[src/logic/bbs_params.svh]
// Constants for the branch and bit-set execution block
`ifndef BBS_PARAMS_SVH
`define BBS_PARAMS_SVH
`define BBS_OP_BRZC_HI 8'hE1
`define BBS_OP_ALWAYS_HI 5'h1A
`define BBS_OP_SFB_HI 4'h8
`define BBS_PC_RESET 21'h00_0000
`define BBS_PC_STEP 21'h00_0002
`define BBS_ACCESS_BANK 4'h0
`define BBS_PH_Q1 4'h1
`define BBS_PH_Q2 4'h2
`define BBS_PH_Q3 4'h4
`define BBS_PH_Q4 4'h8
`endif

[src/logic/bbs_pkg.sv]
// Types for the branch and bit-set execution block
package bbs_pkg;
    typedef enum logic [3:0] {
        BBS_Q1 = 4'b0001,
        BBS_Q2 = 4'b0010,
        BBS_Q3 = 4'b0100,
        BBS_Q4 = 4'b1000
    } bbs_phase_t;
    typedef enum logic [2:0] {
        BBS_OP_NONE = 3'b001,
        BBS_OP_BRANCH = 3'b010,
        BBS_OP_SETBIT = 3'b100
    } bbs_op_t;
endpackage

[src/logic/bbs_core.sv]
// Execution of not-zero branch, relative branch and file bit set
//
// What this block does
// - Taken not-zero branch targets PC+2+2n, two cycles
// - Not-zero branch: one word, 1 or 2 cycles
// - Zero set: PC advances two, no write
// - Relative branch offset -1024..1023, PC+2+2n
// - Relative branch encoding 1101 0 plus offset
// - Relative branch always two cycles
// - Bit set encoding 1000 bbba ffffffff
// - Access bit 0 access bank, 1 bank select
// - Not-zero branch encoding 1110 0001 nnnnnnnn
// - Not-zero branch taken only when zero flag clear; relative branch always taken
`timescale 1ns/10ps
`include "bbs_params.svh"
module bbs_core
    import bbs_pkg::*;
(
    // Clock and reset
    input wire logic clock,
    input wire logic rst_b,
    // Fetch pipeline
    input wire logic [15:0] instr,
    input wire logic instr_valid,
    input wire logic zero_flag,
    input wire logic [3:0] bank_select_register,
    // Data memory read data
    input wire logic [7:0] mem_rdata,
    // Program counter and pipeline control
    output logic [20:0] pc,
    output logic flush,
    output logic [3:0] phase,
    // Data memory access
    output logic [11:0] mem_addr,
    output logic mem_rd,
    output logic mem_wr,
    output logic [7:0] mem_wdata
);
    logic rst_m;
    logic rst_s;
    bbs_phase_t q;
    bbs_phase_t next_q;
    logic nop_cycle;
    logic [15:0] ir;
    logic is_brzc;
    logic is_always;
    logic is_sfb;
    logic take;
    logic [20:0] offset2;
    logic [7:0] mod_data;
    logic [2:0] bit_sel;
    logic sfb_live;
    logic [7:0] set_mask;

    // Reset release
    always_ff @(posedge clock or negedge rst_b)
    begin
        if (!rst_b)
        begin
            rst_m <= 1'b0;
            rst_s <= 1'b0;
        end
        else
        begin
            rst_m <= 1'b1;
            rst_s <= rst_m;
        end
    end

    bbs_decode u_dec (
        .instr(ir),
        .zero_flag(zero_flag),
        .is_brzc(is_brzc),
        .is_always(is_always),
        .is_sfb(is_sfb),
        .take(take),
        .offset2(offset2)
    );

    always_comb
    begin
        case (q)
            BBS_Q1: next_q = BBS_Q2;
            BBS_Q2: next_q = BBS_Q3;
            BBS_Q3: next_q = BBS_Q4;
            BBS_Q4: next_q = BBS_Q1;
            default: next_q = BBS_Q1;
        endcase
    end

    // Four phase sequencer
    always_ff @(posedge clock or negedge rst_s)
    begin
        if (!rst_s)
        begin
            q <= BBS_Q1;
            phase <= `BBS_PH_Q1;
        end
        else
        begin
            q <= next_q;
            phase <= next_q;
        end
    end

    // Instruction latch leaving Q4; the word behind a taken branch is dropped
    always_ff @(posedge clock or negedge rst_s)
    begin
        if (!rst_s)
        begin
            ir <= 16'h0000;
        end
        else if (q == BBS_Q4)
        begin
            if (!instr_valid || (take && !nop_cycle))
            begin
                ir <= 16'h0000;
            end
            else
            begin
                ir <= instr;
            end
        end
    end

    // Program counter, written in Q4; flags are never touched
    always_ff @(posedge clock or negedge rst_s)
    begin
        if (!rst_s)
        begin
            pc <= `BBS_PC_RESET;
        end
        else if (q == BBS_Q4)
        begin
            if (!nop_cycle && take)
            begin
                pc <= pc + offset2;
            end
            else
            begin
                pc <= pc + `BBS_PC_STEP;
            end
        end
    end

    // No-op cycle and flush level after a taken branch
    always_ff @(posedge clock or negedge rst_s)
    begin
        if (!rst_s)
        begin
            nop_cycle <= 1'b0;
            flush <= 1'b0;
        end
        else if (q == BBS_Q4)
        begin
            nop_cycle <= !nop_cycle && take;
            flush <= !nop_cycle && take;
        end
    end

    assign bit_sel = ir[11:9];
    assign sfb_live = is_sfb && !nop_cycle;

    // One-hot mask of the bit to be set
    generate
        for (genvar gi = 0; gi < 8; gi++)
        begin : g_mask
            assign set_mask[gi] = (bit_sel == 3'(gi));
        end
    endgenerate

    // Read strobe and banked address, standing through Q2
    always_ff @(posedge clock or negedge rst_s)
    begin
        if (!rst_s)
        begin
            mem_rd <= 1'b0;
            mem_addr <= 12'h000;
        end
        else
        begin
            mem_rd <= sfb_live && (next_q == BBS_Q2);
            if (sfb_live && (next_q == BBS_Q2))
            begin
                if (ir[8])
                begin
                    mem_addr <= {bank_select_register, ir[7:0]};
                end
                else
                begin
                    mem_addr <= {`BBS_ACCESS_BANK, ir[7:0]};
                end
            end
        end
    end

    // Modify at the end of Q2, read data settled by then
    always_ff @(posedge clock or negedge rst_s)
    begin
        if (!rst_s)
        begin
            mod_data <= 8'h00;
        end
        else if (sfb_live && (next_q == BBS_Q3))
        begin
            mod_data <= mem_rdata | set_mask;
        end
    end

    // Write strobe and data, standing through Q4
    always_ff @(posedge clock or negedge rst_s)
    begin
        if (!rst_s)
        begin
            mem_wr <= 1'b0;
            mem_wdata <= 8'h00;
        end
        else
        begin
            mem_wr <= sfb_live && (next_q == BBS_Q4);
            if (sfb_live && (next_q == BBS_Q4))
            begin
                mem_wdata <= mod_data;
            end
        end
    end
endmodule

[src/logic/bbs_decode.sv]
// Instruction decoder for the three supported instructions
`timescale 1ns/10ps
`include "bbs_params.svh"
module bbs_decode
    import bbs_pkg::*;
(
    // Instruction word and flag
    input wire logic [15:0] instr,
    input wire logic zero_flag,
    // Decode results
    output logic is_brzc,
    output logic is_always,
    output logic is_sfb,
    output logic take,
    output logic [20:0] offset2
);
    always_comb
    begin
        is_brzc = (instr[15:8] == `BBS_OP_BRZC_HI);
        is_always = (instr[15:11] == `BBS_OP_ALWAYS_HI);
        is_sfb = (instr[15:12] == `BBS_OP_SFB_HI);
        take = is_always | (is_brzc & ~zero_flag);
        if (is_always)
        begin
            offset2 = {{9{instr[10]}}, instr[10:0], 1'b0};
        end
        else
        begin
            offset2 = {{12{instr[7]}}, instr[7:0], 1'b0};
        end
    end
endmodule

[config.mk]
export PLATFORM = sky130hd
export DESIGN_NAME = bbs_core
export DESIGN_NICKNAME = d
export VERILOG_FILES = /design/src/logic/bbs_pkg.sv /design/src/logic/bbs_core.sv /design/src/logic/bbs_decode.sv
export VERILOG_INCLUDE_DIRS = /design/src /design/src/logic
export SDC_FILE = /design/constraint.sdc
export NUM_CORES = 1
export LEC_CHECK = 0
export BUFFER_PORTS_ARGS = -buffer_cell sky130_fd_sc_hd__buf_2
export CAP_MARGIN = 25
export CORE_ASPECT_RATIO = 0.5
export CORE_MARGIN = 2
export CORE_UTILIZATION = 40
export DETAILED_ROUTE_END_ITERATION = 6
export SLEW_MARGIN = 25
export SYNTH_ARGS = -nofsm -noshare
export SYNTH_HDL_FRONTEND = slang
export SYNTH_SLANG_ARGS = --single-unit
[constraint.sdc]
create_clock -name clock -period 2.2 [get_ports clock]
set_input_delay 0.33 -clock clock [delete_from_list [all_inputs] [get_ports clock]]
set_output_delay 0.33 -clock clock [all_outputs]
set_load 0.005 [all_outputs]
==> impl_metrics.ini, run 1 <==
[worst_setup_path]
path_class = register to register
crit_chain = and4bb_1, a21oi_2, nor3b_4, or2b_1, ha_2, fa_2, a21o_1, a21o_1, a21o_1, a211o_1, a31oi_2, xor2_1, o21ai_1
slowest_delay_ns = 0.37
r2r_start = ir[12]$_DFFE_PN0N_
critPathTopFamily = compound AO/OA/AOI/OAI gates
cp.required_ns = 2.42
cp_num_buf_inv = 0
slowest_stage = dfrtp_1
reg2reg_depth = 13
crit_start = ir[12]$_DFFE_PN0N_
cp_common_cell = a21o_1
worstSetupStartpointType = register
critPathArrivalTime_ns = 3.29
end_kind = register
cp_max_fo = 3
cp.depth = 13
r2r_setup_slack_ns = -0.87

[floorplan]
die_w_um = 141
die_h_um = 72.4
ioPinCount = 80
design.core.area_mm2 = 0.00889
die-area_mm2 = 0.0102
start_util_pct = 42.1
num_rows = 24

[timing]
drv_slew = 0
hold_viol_final = 0
setup_viol = 17
worst_slack_ns = -0.869
finClkSkew_ns = 0.00763
fin_crit_sh_pct = 140
rsz0062_at_grt = true
max_freq_mhz = 326
fin_crit_ns = 3.07

[drt]
dr.first_iter.drc_count = 141
dr_total_vias = 3242
wl_met2_mm = 4.45
viasPerCell = 5.06
wl_per_cell_um = 15.0
wl_mm = 9.62
first_pass_iters = 4
dr_wl_met3_um = 331
ant_nets = 0
route.detailed.drc = 0
met1_length_mm = 4.77
maxUsedRoutingLayer = met4

[clock_tree]
cts_buffers = 9
cts_tree = built
htree_levels = 3
clock_latency_ns = 0.33
clkTransAtPathRegs_ns = 0.06
cts_sinks = 73
cts_max_path_buffers = 2
root_buffer = clkbuf_16

[power_and_ir_drop]
comb_power_share_pct = 20.0
power.internal_mw = 3.08
power_density_mw_per_mm2 = 757
total_power_mw = 4.15
switching_share_pct = 25.8
seqPwrFrac_pct = 39.2
clkPwrFrac_pct = 40.8
power.leakage_nw = 2.60
net-switching-power_mw = 1.07
ir_drop_v = 0.000363

[grt]
grt_pass1_wl_mm = 16.0
grt-ovfl-total = 0
grt_start_max_net_pins = 62
antenna_found_initial = 0
grtUsageTotal_pct = 20.0
grt_pass1_vias = 3232

[placement]
post-place-ws_ns = -0.997
gp_congestion = 0.866
portBuffers = 78
dpl.hpwl_mm = 6.85
post-place-cells = 620

[final_layout]
layout_common_cells = 80 x buf_4, 78 x buf_2, 71 x dfrtp_1
drive_above_1_share_pct = 45.4
num_antenna_cells = 0
fin_nets = 571
layout_commonest_cell = buf_4
area_growth_pct = 46.5
final_cells = 641

[job]
drv_cap = 0

[synth]
avgSynthCellArea_um2 = 10.5
async_reset_ff_share_pct = 100
synth-seq-area-share_pct = 48.8
synth_area_mm2 = 0.00375
syn_nets = 408
yosysWarningCount = 0
yosys_most_used_dff = dfrtp_1
synth-edff-count = 0
synth.distinct_cells = 57
synthCells = 356
ys_ff_latch = 73

[hold_path]
min-delay-path-class = register to async pin

[run_status]
violations = negative setup slack
status = finished with violations
[cells in the mapped netlist, types with 10 or more instances]
cell / instances / area (um2)
nor2_1: 15 / 56.3
inv_1: 11 / 41.3
a21oi_1: 27 / 135
a31oi_1: 10 / 62.6
a22o_1: 13 / 114
o21ai_1: 14 / 70.1
nand2_1: 36 / 135
o21ai_0: 13 / 65.1
dfrtp_1: 72 / 1800
ha_1: 19 / 238
nand3_1: 12 / 60.1
[kinds of logic after synthesis]
kind of cell | Yosys count | share of synthesized area, %
and+or+nand+nor | 106 | 15.6
AOI/OAI and AO/OA | 97 | 16.6
DFF | 73 | 48.8
buffers and inverters | 25 | 3.11
adders and majority gates | 20 | 6.88
muxes | 17 | 5.08
xor gates and xnor gates | 16 | 3.74
other | 2 | 0.200
[layout make-up]
cell class | instances | area (um2)
fill | 758 | 3400
multi-input combinational | 258 | 2050
sequential | 73 | 1830
timing repair buffer | 163 | 1060
clock buffer | 10 | 229
tap | 117 | 146
clock inverter | 6 | 115
inverter | 14 | 53.8
[registers in the layout, summed over array words and instances, names as in the netlist]
register	count
q	4
mem_wr	1
mod_data	8
mem_wdata	8
pc	20
nop_cycle	1
ir	16
rst_m	1
mem_rd	1
mem_addr	12
rst_s	1
[path summary, 6_finish.rpt]
kind,end
min in group clock,ir[1]$_DFFE_PN0N_
hold / removal,pc[8]$_DFFE_PN0N_
setup / recovery,pc[9]$_DFFE_PN0N_
max in group asynchronous,q[0]$_DFF_PN1_
setup reg to reg,pc[9]$_DFFE_PN0N_
hold reg to reg,pc[8]$_DFFE_PN0N_
[power by group through the flow]
stage / registers (mW) / clock network, mW / logic [mW]
floorplan: 1.66 / 0 / 0.340
global placement: 1.64 / 0 / 0.718
detailed placement: 1.64 / 0 / 0.730
CTS: 1.63 / 1.72 / 0.813
global route: 1.66 / 1.78 / 0.915
finish: 1.63 / 1.69 / 0.830
[routing by layer]
| metal | global-route usage [%] | vias up |
|---|---|---|
| met3 | 4.09 | 8 |
| li1 | - | 1603 |
| met2 | 32.9 | 52 |
| met4 | 4.33 | 0 |
| met1 | 27.8 | 1579 |
| met5 | 0 | - |
[stage by stage]
stage                     cell area, um2  hold slack [ns]  TNS, ns  util (%)
final                               5490            0.152   -10.86      61.7
after global routing                5490            0.167   -14.08      61.7
after CTS                           5450            0.157   -10.60      61.3
after detailed placement            4860            0.118   -12.24      54.6
after global placement              4860            0.118   -11.85      54.6
after floorplan                     3750           0.0344    -8.94         -
[worst register-to-register path: cells and delay by family, from the launching register on]
family                     cells  cell delay (ns)
AOI/OAI and AO/OA              7             1.17
and+or+nand+nor                3             0.73
adders and majority gates      2             0.54
DFF                            1             0.37
xor gates and xnor gates       1             0.16
[what timing repair did]
action | CTS | global route
hold endpoints to repair | 2 | 0
endpoints found under the setup margin | 18 | 18
hold buffers | 1 | 0
pin swaps | 21 | 4
gates resized for setup | 37 | 6
setup buffers | 3 | 1
(Power assumes the default switching activity.)
==> run 2, diff against run 1 <==
Settings changed: CORE_MARGIN 2 to default, SLEW_MARGIN 25 to default.
==> run 2 against run 1 <==
The run still ends with negative setup slack left. Cell count unchanged. Sequential power about the same. Worst hold slack better by 0.037 ns. Die area fell by 4.1%. Flip-flop and latch count stayed put. Power shrank 4.5%. Combinational power increased by 2%. Via count shrank 0.89%. First-iteration DRC count down 7.1%. Non-clock buffer count unchanged. Critical endpoint unchanged.
==> impl_metrics.ini, run 2 (same netlist as run 1, synthesis figures left out) <==
[timing]
fin_crit_ns = 3.12
finClkSkew_ns = 0.00419
rsz0062_at_grt = true
fin_crit_sh_pct = 142
relSlewSlack_pct = 61.2
setup_viol = 18
drv_slew = 0
worst_slack_ns = -0.924
hold_viol_final = 0
max_freq_mhz = 320
tightestPinTransition_ns = 0.574

[grt]
antenna_found_initial = 0
grt_start_max_net_pins = 44
grtUsageTotal_pct = 20.4
grt-ovfl-total = 0
grt_pass1_vias = 3097
grt_pass1_wl_mm = 15.4

[final_layout]
area_growth_pct = 41.6
layout_common_cells = 81 x buf_4, 78 x buf_2, 71 x dfrtp_1
fin_nets = 571
largestRegisters = pc: 20 flops, ir: 16 flops, mem_addr: 12 flops
drive_above_1_share_pct = 41.2
largest_register_ffs = 20
fin_util_pct = 59.7
regMostFlops = pc
final_area_mm2 = 0.00530
nFillCells = 785
num_antenna_cells = 0
layout_commonest_cell = buf_4
final_cells = 641

[floorplan]
design.core.area_mm2 = 0.00889
die_h_um = 70.4
ioPinCount = 80
start_util_pct = 42.1
die-area_mm2 = 0.00978
die_w_um = 139
num_rows = 24

[clock_tree]
htree_levels = 3
cts_sinks = 73
cts_max_path_buffers = 2
clock_latency_ns = 0.34
clkTransAtPathRegs_ns = 0.06
cts_buffers = 9
root_buffer = clkbuf_16
cts_tree = built

[worst_setup_path]
worstSetupStartpointType = register
critPathArrivalTime_ns = 3.35
cp.required_ns = 2.42
end_kind = register
path_class = register to register
cp_max_fo = 4

[placement]
portBuffers = 78
post-place-cells = 619
placed_area_mm2 = 0.00485
dpl.hpwl_mm = 6.80
gp_congestion = 0.838
post-place-ws_ns = -1.01

[drt]
dr_total_vias = 3213
ant_nets = 0
viasPerCell = 5.01
wl_per_cell_um = 14.3
route.detailed.drc = 0
first_pass_iters = 6
dr.first_iter.drc_count = 131
wl_mm = 9.18

[hold_path]
min-delay-path-class = register to async pin

[job]
drv_cap = 0

[run_status]
status = finished with violations
violations = negative setup slack

[power_and_ir_drop]
power_density_mw_per_mm2 = 748
power.leakage_nw = 2.57
ir_drop_v = 0.000408
total_power_mw = 3.97
## run 2: path summary, 6_finish.rpt
kind / from / to / slack [ns] / cells after the start
min in group clock: instr[8] / ir[8]$_DFFE_PN0N_ / 0.21 / 2
min reg2reg: rst_s$_DFF_PN0_ / pc[9]$_DFFE_PN0N_ / 0.19 / 0
min: rst_s$_DFF_PN0_ / pc[9]$_DFFE_PN0N_ / 0.19 / 0
max in group asynchronous: rst_s$_DFF_PN0_ / q[0]$_DFF_PN1_ / 1.38 / 1
max: ir[12]$_DFFE_PN0N_ / pc[9]$_DFFE_PN0N_ / -0.92 / 13
max reg2reg: ir[12]$_DFFE_PN0N_ / pc[9]$_DFFE_PN0N_ / -0.92 / 13
## run 2: worst max-delay path, cell delays in order, from the launching register on
cell and delay [ns]:
dfrtp_1 0.37, and4bb_1 0.26, a21oi_2 0.07, nor3b_4 0.25, or2b_1 0.29, ha_4 0.17
fa_2 0.35, a21o_1 0.16, a21o_1 0.18, a21o_1 0.18, a211o_1 0.29, a31oi_1 0.19
xor2_1 0.17, o21ai_1 0.07
## run 2: routing by layer
metal / global-route usage (%) / vias to the layer above / part of all wire [%]
li1: - / 1609 / -
met1: 27.9 / 1543 / 50
met2: 31.6 / 50 / 45
met3: 5.21 / 11 / 3.4
met4: 6.67 / 0 / 1.3
met5: 0 / - / 0
## run 2: metrics by stage
stage,hold WS [ns],TNS (ns)
detailed placement,0.117,-12.68
global route,0.196,-15.78
CTS,0.191,-11.61
floorplan,0.0344,-8.94
finish,0.189,-11.57
global placement,0.116,-12.34
## run 2: cell type report
class / instances / area, um2 / share of cell area, %
multi-input cells: 258 / 1910 / 36.0
flip-flops and latches: 73 / 1830 / 34.5
repair buffers: 163 / 1060 / 20.0
clock buffers: 12 / 256 / 4.84
well taps: 117 / 146 / 2.76
inverters: 14 / 53.8 / 1.01
clock inverters: 4 / 51.3 / 0.967
## run 2: report_power, final
group	switching [mW]	total (mW)	internal (mW)	leakage, nW
Sequential	0.106	1.62	1.51	0.869
Combinational	0.376	0.846	0.470	1.55
Clock	0.563	1.50	0.940	0.149
Total	1.04	3.97	2.92	2.57
## run 2: repair_timing
item,4_1_cts,5_1_grt
endpoints found under the hold margin,2,0
buffers inserted,4,1
cloned,0,0
hold buffers,1,0
gates resized for setup,11,8
setup endpoints to repair,18,19
pin swaps,7,3
